<file path="config.mk">
export PLATFORM = sky130hd
export DESIGN_NAME = dsp_pin_ctrl
export DESIGN_NICKNAME = d
export VERILOG_FILES = /design/src/include/dsp_pin_pkg.sv /design/src/logic/pin_sync.sv /design/src/logic/ext_bus_seq.sv /design/src/logic/dsp_pin_ctrl.sv
export VERILOG_INCLUDE_DIRS = /design/src /design/src/include
export SDC_FILE = /design/constraint.sdc
export NUM_CORES = 1
export LEC_CHECK = 0
export CORE_MARGIN = 1
export CORE_UTILIZATION = 68
export DETAILED_ROUTE_END_ITERATION = 7
export DONT_BUFFER_PORTS = 1
export GPL_ROUTABILITY_DRIVEN = 0
export PLACE_DENSITY_LB_ADDON = 0.05
export RECOVER_POWER = 100
export SKIP_CTS_REPAIR_TIMING = 1
export SYNTH_ARGS = -nofsm -noshare
export SYNTH_HDL_FRONTEND = slang
export SYNTH_SLANG_ARGS = --single-unit
</file>
<file path="constraint.sdc">
create_clock -name pclk -period 5.2 [get_ports pclk]
set_input_delay 0.52 -clock pclk [delete_from_list [all_inputs] [get_ports pclk]]
set_output_delay 0.52 -clock pclk [all_outputs]
set_load 0.05 [all_outputs]
</file>
<file path="src/include/dsp_pin_consts.svh">
// Purpose: Named offsets, field positions, reset values and counts for the pin control block
// Assumes: APB with 32-bit data, byte addresses
// Notes: Definitions only
`ifndef DSP_PIN_CONSTS_SVH
`define DSP_PIN_CONSTS_SVH

// ----------------------------------------
// Core restart
// ----------------------------------------
`define RST_VECTOR 16'hFF80
`define ROM_BASE 16'hC000
`define MODE_RST 1'b1
`define ST1_RST 16'h0000

// ----------------------------------------
// Register byte offsets
// ----------------------------------------
`define OFF_CTRL 8'h00
`define OFF_ST1 8'h04
`define OFF_PMODE 8'h08
`define OFF_BRANCH 8'h0C
`define OFF_XBUS 8'h10
`define OFF_STATUS 8'h14
`define OFF_PC 8'h18

// ----------------------------------------
// Field positions
// ----------------------------------------
`define CTRL_SET_BIT 0
`define CTRL_CLR_BIT 1
`define PMODE_MP_BIT 0
`define BR_XC_BIT 0
`define XBUS_ADDR_MSB 15
`define XBUS_SPACE_LSB 16
`define XBUS_SPACE_MSB 17
`define ST_RUN_BIT 0
`define ST_MODE_BIT 1
`define ST_XF_BIT 2
`define ST_HOLD_BIT 3
`define ST_BUSY_BIT 4
`define ST_BR_DONE_BIT 5
`define ST_BR_TAKEN_BIT 6
`define ST_BIO_BIT 7

// ----------------------------------------
// Pipeline and bus timing in machine cycles
// ----------------------------------------
`define DEC_STAGE 2'h1
`define RD_STAGE 2'h2
`define STRB_CYC 2'h2

`endif

</file>
<file path="src/include/dsp_pin_pkg.sv">
// Purpose: Types shared by the pin control block
// Assumes: Nothing
// Notes: Constants live in the consts header
package dsp_pin_pkg;

   // External space being accessed
   typedef enum logic [1:0] {
      SPACE_DATA = 2'b00,
      SPACE_PROG = 2'b01,
      SPACE_IO = 2'b10
   } space_e;

   // External bus sequencer states
   typedef enum logic [1:0] {
      BUS_IDLE = 2'b00,
      BUS_ADDR = 2'b01,
      BUS_STRB = 2'b10
   } bus_state_e;

endpackage

</file>
<file path="src/logic/pin_sync.sv">
// Purpose: Three-flop synchroniser for pin inputs
// Assumes: Inputs asynchronous to pclk
// Notes: Output changes only once stages two and three agree
`timescale 1ns/1ns
module pin_sync #(
   parameter int W = 1,
   parameter logic [W-1:0] RST = '0
) (
   // Clock and reset
   input wire logic clk,
   input wire logic rst_n,
   // Pins
   input wire logic [W-1:0] d,
   output logic [W-1:0] q
);
   logic [W-1:0] s1_q, s2_q, s3_q, q_q;
   logic [W-1:0] q_d;

   // Per bit, follow stage three where stages two and three agree
   always_comb begin
      q_d = (s3_q & ~(s2_q ^ s3_q)) | (q_q & (s2_q ^ s3_q));
   end

   // Stage registers
   always_ff @(posedge clk or negedge rst_n) begin
      if (!rst_n) begin
         s1_q <= RST;
         s2_q <= RST;
         s3_q <= RST;
         q_q <= RST;
      end else begin
         s1_q <= d;
         s2_q <= s1_q;
         s3_q <= s2_q;
         q_q <= q_d;
      end
   end

   assign q = q_q;
endmodule

</file>
<file path="src/logic/ext_bus_seq.sv">
// Purpose: External access sequencer driving space selects and strobes
// Assumes: Start only while idle
// Notes: One address cycle, then strobe cycles; selects low for the whole address time
`timescale 1ns/1ns
`include "dsp_pin_consts.svh"
module ext_bus_seq (
   // Clock and reset
   input wire logic clk,
   input wire logic rst_n,
   // Request
   input wire logic start,
   input wire dsp_pin_pkg::space_e space,
   input wire logic [15:0] addr,
   // Bus side
   output logic data_sel_n,
   output logic prog_sel_n,
   output logic io_sel_n,
   output logic memory_strobe_n_n,
   output logic io_strobe_n_n,
   output logic addr_valid,
   output logic [15:0] ext_addr,
   output logic busy
);
   import dsp_pin_pkg::*;

   bus_state_e state_q, state_d;
   space_e space_q, space_d;
   logic [15:0] addr_q, addr_d;
   logic [1:0] cnt_q, cnt_d;
   logic [2:0] sel_n_q, sel_n_d;
   logic memory_strobe_n_n_q, memory_strobe_n_n_d, io_strobe_n_n_q, io_strobe_n_n_d;

   // Next state, count and registered pin values
   always_comb begin
      state_d = state_q;
      space_d = space_q;
      addr_d = addr_q;
      cnt_d = cnt_q;
      case (state_q)
         BUS_IDLE: begin
            if (start) begin
               state_d = BUS_ADDR;
               space_d = space;
               addr_d = addr;
            end
         end
         BUS_ADDR: begin
            state_d = BUS_STRB;
            cnt_d = `STRB_CYC;
         end
         BUS_STRB: begin
            cnt_d = cnt_q - 2'h1;
            if (cnt_q == 2'h1) begin
               state_d = BUS_IDLE;
            end
         end
         default: state_d = BUS_IDLE;
      endcase
      // Only the accessed space goes low, and only while address is valid
      sel_n_d = 3'h7;
      if (state_d != BUS_IDLE) begin
         case (space_d)
            SPACE_DATA: sel_n_d = 3'h6;
            SPACE_PROG: sel_n_d = 3'h5;
            SPACE_IO: sel_n_d = 3'h3;
            default: sel_n_d = 3'h7;
         endcase
      end
      memory_strobe_n_n_d = !((state_d == BUS_STRB) && (space_d != SPACE_IO));
      io_strobe_n_n_d = !((state_d == BUS_STRB) && (space_d == SPACE_IO));
   end

   // Sequencer registers
   always_ff @(posedge clk or negedge rst_n) begin
      if (!rst_n) begin
         state_q <= BUS_IDLE;
         space_q <= SPACE_DATA;
         addr_q <= 16'h0000;
         cnt_q <= 2'h0;
         sel_n_q <= 3'h7;
         memory_strobe_n_n_q <= 1'b1;
         io_strobe_n_n_q <= 1'b1;
      end else begin
         state_q <= state_d;
         space_q <= space_d;
         addr_q <= addr_d;
         cnt_q <= cnt_d;
         sel_n_q <= sel_n_d;
         memory_strobe_n_n_q <= memory_strobe_n_n_d;
         io_strobe_n_n_q <= io_strobe_n_n_d;
      end
   end

   assign data_sel_n = sel_n_q[0];
   assign prog_sel_n = sel_n_q[1];
   assign io_sel_n = sel_n_q[2];
   assign memory_strobe_n_n = memory_strobe_n_n_q;
   assign io_strobe_n_n = io_strobe_n_n_q;
   assign addr_valid = (state_q != BUS_IDLE);
   assign ext_addr = addr_q;
   assign busy = (state_q != BUS_IDLE);
endmodule

</file>
<file path="src/logic/dsp_pin_ctrl.sv">
// Purpose: Reset, ROM map mode, branch input, flag output and bus select pins of a DSP
// Assumes: pclk 20 MHz is the machine cycle; APB slave with zero wait states
// Notes: Pin inputs pass three-flop synchronisers
//
// Local design decisions: the register offsets and the APB interface to the registers.
`timescale 1ns/1ns
`include "dsp_pin_consts.svh"
module dsp_pin_ctrl (
   // Clock and reset
   input wire logic pclk,
   input wire logic presetn,
   // APB slave
   input wire logic psel,
   input wire logic penable,
   input wire logic pwrite,
   input wire logic [7:0] paddr,
   input wire logic [31:0] pwdata,
   output logic [31:0] prdata,
   output logic pready,
   output logic pslverr,
   // Pin inputs
   input wire logic reset_in_n,
   input wire logic rom_map_select,
   input wire logic branch_condition_in,
   input wire logic output_float_n,
   input wire logic bus_hold_req_n,
   // Flag output
   output logic external_flag_out,
   output logic external_flag_oe,
   // Space selects and strobes
   output logic data_space_select_n,
   output logic program_space_select_n,
   output logic io_space_select_n,
   output logic space_select_oe,
   output logic memory_strobe_n,
   output logic io_strobe_n,
   output logic strobe_oe,
   output logic [15:0] ext_addr,
   output logic ext_addr_oe,
   output logic bus_hold_ack_n,
   // Core view
   output logic [15:0] program_counter,
   output logic core_running,
   output logic rom_mapped,
   output logic rom_fetch
);
   import dsp_pin_pkg::*;

   // ----------------------------------------
   // Helpers
   // ----------------------------------------

   // Offset decode, shared by read and write paths
   function automatic logic is_mapped(input logic [7:0] a);
      is_mapped = (a == `OFF_CTRL) || (a == `OFF_ST1) || (a == `OFF_PMODE) ||
         (a == `OFF_BRANCH) || (a == `OFF_XBUS) || (a == `OFF_STATUS) || (a == `OFF_PC);
   endfunction

   // ----------------------------------------
   // Pin synchronisers
   // ----------------------------------------
   logic rst_pin_s, map_pin_s, bio_s, float_n_s, hold_req_n_s;

   // Core reset pin starts asserted so the core never runs before the pin is seen
   pin_sync #(.W(5), .RST(5'h0B)) u_sync (
      .clk(pclk),
      .rst_n(presetn),
      .d({reset_in_n, rom_map_select, branch_condition_in, output_float_n, bus_hold_req_n}),
      .q({rst_pin_s, map_pin_s, bio_s, float_n_s, hold_req_n_s})
   );

   // ----------------------------------------
   // APB decode
   // ----------------------------------------
   logic wr_acc, setup;
   logic bus_busy, xbus_start, xbus_err;
   logic hold_q, hold_d;
   logic run_q, run_d;

   assign setup = psel && !penable;
   assign wr_acc = psel && penable && pwrite && is_mapped(paddr);
   // External access refused while busy, in hold or in reset
   assign xbus_err = (paddr == `OFF_XBUS) && pwrite && (bus_busy || hold_q || !run_q);
   assign xbus_start = wr_acc && (paddr == `OFF_XBUS) && !xbus_err;
   assign pready = 1'b1;
   assign pslverr = psel && penable && (!is_mapped(paddr) || xbus_err);

   // ----------------------------------------
   // Core reset and fetch model
   // ----------------------------------------
   logic [15:0] pc_q, pc_d;

   // Halt and hold the vector while reset pin is low, then count fetches
   always_comb begin
      run_d = rst_pin_s;
      pc_d = pc_q;
      if (!rst_pin_s) begin
         pc_d = `RST_VECTOR;
      end else if (run_q) begin
         pc_d = pc_q + 16'h0001;
      end
   end

   // Core registers
   always_ff @(posedge pclk or negedge presetn) begin
      if (!presetn) begin
         run_q <= 1'b0;
         pc_q <= `RST_VECTOR;
      end else begin
         run_q <= run_d;
         pc_q <= pc_d;
      end
   end

   // ----------------------------------------
   // ROM map mode
   // ----------------------------------------
   logic mode_q, mode_d;

   // Pin copied only during reset; software may change it afterwards
   always_comb begin
      mode_d = mode_q;
      if (!rst_pin_s) begin
         mode_d = map_pin_s;
      end else if (wr_acc && (paddr == `OFF_PMODE)) begin
         mode_d = pwdata[`PMODE_MP_BIT];
      end
   end

   // Mode register
   always_ff @(posedge pclk or negedge presetn) begin
      if (!presetn) begin
         mode_q <= `MODE_RST;
      end else begin
         mode_q <= mode_d;
      end
   end

   assign rom_mapped = !mode_q;
   assign rom_fetch = !mode_q && (pc_q >= `ROM_BASE);

   // ----------------------------------------
   // Branch condition test
   // ----------------------------------------
   logic [1:0] br_cnt_q, br_cnt_d;
   logic br_xc_q, br_xc_d;
   logic br_done_q, br_done_d, br_taken_q, br_taken_d;

   // Sample at decode stage for XC-type tests, at read stage otherwise
   always_comb begin
      br_cnt_d = br_cnt_q;
      br_xc_d = br_xc_q;
      br_done_d = br_done_q;
      br_taken_d = br_taken_q;
      if (wr_acc && (paddr == `OFF_BRANCH) && run_q) begin
         br_cnt_d = 2'h1;
         br_xc_d = pwdata[`BR_XC_BIT];
         br_done_d = 1'b0;
      end else if (br_cnt_q != 2'h0) begin
         if (br_cnt_q == (br_xc_q ? `DEC_STAGE : `RD_STAGE)) begin
            br_taken_d = !bio_s;
            br_done_d = 1'b1;
            br_cnt_d = 2'h0;
         end else begin
            br_cnt_d = br_cnt_q + 2'h1;
         end
      end
      if (!run_q) begin
         br_cnt_d = 2'h0;
      end
   end

   // Branch test registers
   always_ff @(posedge pclk or negedge presetn) begin
      if (!presetn) begin
         br_cnt_q <= 2'h0;
         br_xc_q <= 1'b0;
         br_done_q <= 1'b0;
         br_taken_q <= 1'b0;
      end else begin
         br_cnt_q <= br_cnt_d;
         br_xc_q <= br_xc_d;
         br_done_q <= br_done_d;
         br_taken_q <= br_taken_d;
      end
   end

   // ----------------------------------------
   // External flag and status word one
   // ----------------------------------------
   logic xf_q, xf_d;
   logic [15:0] st1_q, st1_d;

   // Set op wins over clear op in one write; status word load clears flag
   always_comb begin
      xf_d = xf_q;
      st1_d = st1_q;
      if (!rst_pin_s) begin
         xf_d = 1'b1;
      end else if (wr_acc && (paddr == `OFF_CTRL)) begin
         if (pwdata[`CTRL_SET_BIT]) begin
            xf_d = 1'b1;
         end else if (pwdata[`CTRL_CLR_BIT]) begin
            xf_d = 1'b0;
         end
      end else if (wr_acc && (paddr == `OFF_ST1)) begin
         st1_d = pwdata[15:0];
         xf_d = 1'b0;
      end
   end

   // Flag registers
   always_ff @(posedge pclk or negedge presetn) begin
      if (!presetn) begin
         xf_q <= 1'b1;
         st1_q <= `ST1_RST;
      end else begin
         xf_q <= xf_d;
         st1_q <= st1_d;
      end
   end

   assign external_flag_out = xf_q;
   assign external_flag_oe = float_n_s;

   // ----------------------------------------
   // Bus hold and external access
   // ----------------------------------------
   logic addr_valid;

   // Enter hold only between accesses; leave once request drops
   always_comb begin
      hold_d = hold_q;
      if (!hold_req_n_s && !bus_busy) begin
         hold_d = 1'b1;
      end else if (hold_req_n_s) begin
         hold_d = 1'b0;
      end
   end

   // Hold register
   always_ff @(posedge pclk or negedge presetn) begin
      if (!presetn) begin
         hold_q <= 1'b0;
      end else begin
         hold_q <= hold_d;
      end
   end

   ext_bus_seq u_seq (
      .clk(pclk),
      .rst_n(presetn),
      .start(xbus_start),
      .space(space_e'(pwdata[`XBUS_SPACE_MSB:`XBUS_SPACE_LSB])),
      .addr(pwdata[`XBUS_ADDR_MSB:0]),
      .data_sel_n(data_space_select_n),
      .prog_sel_n(program_space_select_n),
      .io_sel_n(io_space_select_n),
      .memory_strobe_n_n(memory_strobe_n),
      .io_strobe_n_n(io_strobe_n),
      .addr_valid(addr_valid),
      .ext_addr(ext_addr),
      .busy(bus_busy)
   );

   // Float selects, strobes and address in hold or when float input low
   assign space_select_oe = float_n_s && !hold_q;
   assign strobe_oe = float_n_s && !hold_q;
   assign ext_addr_oe = float_n_s && !hold_q && addr_valid;
   assign bus_hold_ack_n = !hold_q;

   // ----------------------------------------
   // Read data
   // ----------------------------------------
   logic [31:0] rdata_q, rdata_d;

   // Capture read data in the setup cycle
   always_comb begin
      rdata_d = rdata_q;
      if (setup && !pwrite) begin
         rdata_d = 32'h0000_0000;
         case (paddr)
            `OFF_ST1: rdata_d[15:0] = st1_q;
            `OFF_PMODE: rdata_d[`PMODE_MP_BIT] = mode_q;
            `OFF_BRANCH: rdata_d[`BR_XC_BIT] = br_xc_q;
            `OFF_XBUS: rdata_d[15:0] = ext_addr;
            `OFF_STATUS: begin
               rdata_d[`ST_RUN_BIT] = run_q;
               rdata_d[`ST_MODE_BIT] = mode_q;
               rdata_d[`ST_XF_BIT] = xf_q;
               rdata_d[`ST_HOLD_BIT] = hold_q;
               rdata_d[`ST_BUSY_BIT] = bus_busy;
               rdata_d[`ST_BR_DONE_BIT] = br_done_q;
               rdata_d[`ST_BR_TAKEN_BIT] = br_taken_q;
               rdata_d[`ST_BIO_BIT] = bio_s;
            end
            `OFF_PC: rdata_d[15:0] = pc_q;
            default: rdata_d = 32'h0000_0000;
         endcase
      end
   end

   // Read data register
   always_ff @(posedge pclk or negedge presetn) begin
      if (!presetn) begin
         rdata_q <= 32'h0000_0000;
      end else begin
         rdata_q <= rdata_d;
      end
   end

   assign prdata = rdata_q;
   assign program_counter = pc_q;
   assign core_running = run_q;
endmodule

</file>
# [After elaboration in Yosys (flattened, before gate mapping)]
# Index checks and enable logic that the tools add are counted.
[totals] out_inout_bits=80 in_bits=50 regBits=104 elab_cells=139
[classes] eq_ne=19 n_reduce_logical=57 addsub=3 n_mux=30 bitwise_logic=7 magnitude_cmp=1
[ops] cell="$mux 16" count=2
[ops] cell="$pmux 7 s4" count=1
[ops] cell="$eq 8x5->1 const B" count=3
[ops] cell="$pmux 8 s3" count=1
[ops] cell="$logic_and 1x1->1" count=21
[ops] cell="$mux 2" count=9
[ops] cell="$add 16x1->16 const B" count=1
[ops] cell="$eq 8x4->1 const B" count=2
[ops] cell="$ge 16x16->1 const B" count=1
[ops] cell="$reduce_bool 2->1" count=7
[ops] cell="$logic_not 1->1" count=12
[ops] cell="$mux 1" count=12
[ops] cell="$and 5x5->5" count=2
[ops] cell="$logic_or 1x1->1" count=9
[ops] cell="$pmux 3 s3" count=1
[ops] cell="$eq 8x3->1 const B" count=1
[ops] cell="$logic_not 8->1" count=1
[ops] cell="$eq 2x1->1 const B" count=3
[ops] cell="$eq 2x2->1 const B" count=3
[ops] cell="$ne 2x2->1 const B" count=3
[ops] cell="$pmux 1 s6" count=1
[ops] cell="$pmux 2 s3" count=1
[ops] cell="$reduce_and 2->1" count=3
[ops] cell="$reduce_and 3->1" count=2
[ops] cell="13 further kinds" count=15

# [Depth between registers and ports, before layout]
[logic_depth] depth_word=15 depth_mapped=8 mapped_depth_nobuf=6

# [Modules after synthesis]
# A second synthesis with hierarchy kept.
[unflattened] hier_cells=426 hier_area_um2=5072.4
[modules_own_cells] mod="dsp_pin_ctrl" seq_area_each_um2=1440.1 area_per_inst_um2=3235.6 n_inst=1 cells_each=311
[modules_own_cells] mod="ext_bus_seq" seq_area_each_um2=681.9 area_per_inst_um2=1265.0 n_inst=1 cells_each=90
[modules_own_cells] mod="pin_sync" seq_area_each_um2=515.5 area_per_inst_um2=571.8 n_inst=1 cells_each=25

# [Worst setup path after synthesis]
# No wires, ideal clock.
[synth_timing] kind="reg-to-output" startpoint="register with a tool-made name" endpoint="output port ext_addr_oe" n_path_buf=0 stages_incl_launch_ff=3 setup_slack_ns=2.632 required_time_ns=4.680 arrival_time_ns=2.048 cell_sequence="dfstp_2 > nor2b_1 > and2_1"
[synth_lines] element="to (decl)" line="dsp_pin_ctrl.sv:39" text="output logic ext_addr_oe,"

==> out/qor.csv <==
stage;metric;value;unit
outcome;status;finished, violations left;
outcome;failing checks;max-capacitance violations, max-slew violations;
setup_path;CP Max Fanout;3;
setup_path;reg-to-reg setup timing slack;2430;ps
timing;RSZ-0062 raised after global routing;false;
global_routing;GR Layer Usage met2;44.1;%
logic_synthesis;sequential area share after synthesis;53.2;%
global_routing;met1 GRT Util;36.6;%
final_layout;layout cells sized above 1;13.4;%
setup_path;slowest cell on the critical path;nor2b_1;
timing;Post-Route Setup TNS;0;ps
logic_synthesis;Post-Syn Area per Cell;12.0;um^2
logic_synthesis;ys flop type;dfrtp_1;
worst_hold_path;Hold Crit Class;in2reg;
clock_tree;H-Tree Depth;3;
power_and_ir_drop;Final Power;1630;uW
logic_synthesis;Yosys top cell area share;38.3;%
detailed_routing;Wirelength per Cell;19.5;um
clock_tree;clk sinks;104;
setup_path;crit start category;flop;
clock_tree;cts bufs inserted;9;
floorplanning;Initial Util;71.8;%
setup_path;CP max stage delay;1480;ps
floorplanning;I/O pins;130;
global_routing;global-route usage over all layers;28.2;%
logic_synthesis;Synth area leaders;dfrtp_1, dfstp_2, mux2_2, mux2i_1, mux2_4;
setup_path;CP cell instances;nor2b_1 -> and2_0;
logic_synthesis;area leader, netlist;dfrtp_1;
timing;max_slew headroom;-62.9;%
detailed_routing;1st-pass router iterations;4;
logic_synthesis;top cells by count, synth;dfrtp_1, dfstp_2, mux2_2;
worst_hold_path;Min-Delay Endpoint;u_sync.s1_q[3];
clock_tree;root buffer cell;clkbuf_8;
global_routing;largest net degree at the start of global routing;105;
setup_path;Worst Path Buf+Inv;0;
global_routing;initial antenna violation count;0;
global_routing;vias in the first global route;3137;
timing;Tmin final;3940;ps
timing;# setup viols final;0;
floorplanning;Die H;87.4;um
final_layout;Layout Area Growth over Synthesis;1.77;%
placed_design;I/O Buffers;0;
timing;Clock Skew;15.1;ps
setup_path;Critical Path AT;3420;ps
logic_synthesis;synthesized instance count;415;
logic_synthesis;most common cell in the netlist;dfrtp_1;
floorplanning;Row Count;30;
clock_tree;CTS clk-pin slew, worst paths;100;ps
power_and_ir_drop;Pwr Density;322;nW/um^2
floorplanning;die width;87.4;um
clock_tree;CTS tree;done;
global_routing;met3 Usage GRT;10.0;%
detailed_routing;via count;3133;
timing;Fin. Hold Viols;0;
logic_synthesis;count of cell types in the netlist;56;
detailed_routing;drt drc;0;
final_layout;NumNets Final;462;
worst_hold_path;hold-critical path depth;0;
setup_path;FF-to-FF Start;core_running;
detailed_routing;Starting DRT DRC Count;178;
power_and_ir_drop;Peak VDD IR;0.182;mV
global_routing;busiest grt layer;met2;
setup_path;crit-path leading delay family;simple AND/OR/NAND/NOR gates;
timing;slew at the pin closest to its max-slew limit;2440;ps
logic_synthesis;async set-reset flop share out of synthesis;100;%
setup_path;cells on worst reg2reg path;3;
setup_path;RR Endpoint;u_seq.ext_addr[9];
setup_path;endpoint class of the critical path;output pin;
setup_path;critical path class;reg2out;
logic_synthesis;EDFF count, synth;0;
timing;fin crit share;75.7;%
timing;FMAX;254;MHz
final_layout;Ant. Diodes;0;
setup_path;worst path required time;4680;ps
timing;fin. max-slew vios;107;
detailed_routing;Vias/cell;6.19;
global_routing;Overflow after GRT;0;
floorplanning;die area;7640;um^2
logic_synthesis;Post-Synthesis Cell Area;4960;um^2
timing;hold_ws;127;ps
clock_tree;CTS max path bufs;2;
logic_synthesis;flops & latches, synth;104;
clock_tree;Skew-Pair Late Insertion Delay;370;ps
flow_run;Max-Cap Viols;2;
logic_synthesis;Ys Warns;0;
floorplanning;Core Box Area;6910;um^2
detailed_routing;Detail Route Antenna Nets;0;
worst_hold_path;hold path start;rom_map_select;
power_and_ir_drop;Pleak;0.00229;uW
global_routing;first-pass GRT wire length;15800;um
placed_design;hpwl dp;6940;um
detailed_routing;Post-Route WL;9840;um
-- kinds of logic (layout without fill, tap and decap cells) --
logic type                 Yosys count  after routing  share of synthesized area (%)
AOI/OAI and AO/OA                   65             65                           9.49
xor gates and xnor gates            11             11                           1.94
adders and majority gates           12             12                           2.77
buffers and inverters               53             33                           6.10
DFF                                104            104                           53.2
muxes                               55             55                           12.7
other                                2             17                          0.151
and+or+nand+nor                    113            113                           13.6
-- per-layer routing --
layer  up-vias  part of all wire [%]  wire (um)
met5         -                     0          0
met4         0                   1.4        142
met3        11                   8.8        871
met2       119                    48       4760
met1      1575                    41       4070
li1       1428                     -          -
-- through the flow --
stage / instances / area [um^2] / util [%] / setup slack, ps
3_3_place_gp: 489 / 4900 / 70.9 / 2280
3_5_place_dp: 489 / 4900 / 70.9 / 2290
5_1_grt: 506 / 5050 / 73.1 / 1180
6_report: 506 / 5050 / 73.1 / 1260
2_1_floorplan: 430 / 5020 / - / 2630
4_1_cts: 505 / 5100 / 73.9 / 2100
-- cell type report --
cell class,instances,area (um^2)
inverters,16,60.1
fillers,501,1860
repair buffers,1,5.00
well taps,96,120
flip-flops and latches,104,2640
clock buffers,11,141
clock inverters,5,65.1
multi-input cells,273,2020
-- cell usage in the layout (no fill, tap or decap), types with 3 or more instances in the layout --
| master | netlist | layout |
|---|---|---|
| dfrtp_1 | 76 | 76 |
| mux2_2 | 25 | 25 |
| mux2i_1 | 20 | 20 |
| dfstp_1 | 0 | 19 |
| conb_1 | 2 | 17 |
| inv_1 | 16 | 16 |
| nand2_1 | 16 | 16 |
| nor2b_1 | 15 | 15 |
| o21ai_0 | 15 | 15 |
| a221o_1 | 12 | 12 |
| nor2_1 | 11 | 11 |
| nand3_1 | 11 | 11 |
| and3_1 | 10 | 10 |
| a21oi_1 | 10 | 10 |
| mux2_1 | 0 | 10 |
| clkbuf_8 | 0 | 10 |
| nor3_1 | 7 | 9 |
| dfstp_2 | 28 | 9 |
| xnor2_1 | 8 | 8 |
| ha_1 | 7 | 7 |
| and2_0 | 0 | 6 |
| nor3b_1 | 5 | 5 |
| nor4_1 | 5 | 5 |
| a22o_1 | 5 | 5 |
| maj3_1 | 5 | 5 |
| nand2b_1 | 4 | 4 |
| nand4_1 | 4 | 4 |
| a22oi_1 | 4 | 4 |
| and3b_1 | 3 | 3 |
| or3_1 | 3 | 3 |
| o22ai_1 | 3 | 3 |
| xor2_1 | 3 | 3 |
| a21boi_0 | 3 | 3 |
-- registers in the layout, indices dropped and copies added (netlist names), 2 cells and up, named ones only --
register,flops
br_cnt_q,2
u_seq.cnt_q,2
u_sync.s2_q,5
prdata,16
u_seq.sel_n_q,3
u_sync.s1_q,5
u_seq.space_q,2
u_seq.ext_addr,16
u_seq.state_q,2
program_counter,16
u_sync.s3_q,5
st1_q,16
-- worst max-delay path by stage --
| stage | to | cells after the start | from | slack [ps] |
|---|---|---|---|---|
| after floorplan | ext_addr_oe | 2 | flop | 2630 |
| after global placement | st1_q[2] | 4 | paddr[5] | 2280 |
| after detailed placement | st1_q[3] | 4 | paddr[5] | 2290 |
| after CTS | ext_addr_oe | 2 | flop | 2100 |
| after global routing | ext_addr_oe | 2 | flop | 1180 |
| final | ext_addr_oe | 2 | flop | 1260 |
-- power breakdown --
| group | internal (uW) | leakage, uW | total [uW] | switching [uW] |
|---|---|---|---|---|
| Sequential | 852 | 0.00130 | 920 | 68.2 |
| Clock | 240 | 0.0000977 | 513 | 273 |
| Combinational | 60.7 | 0.000896 | 193 | 132 |
Power figures use the tool's default switching activity.
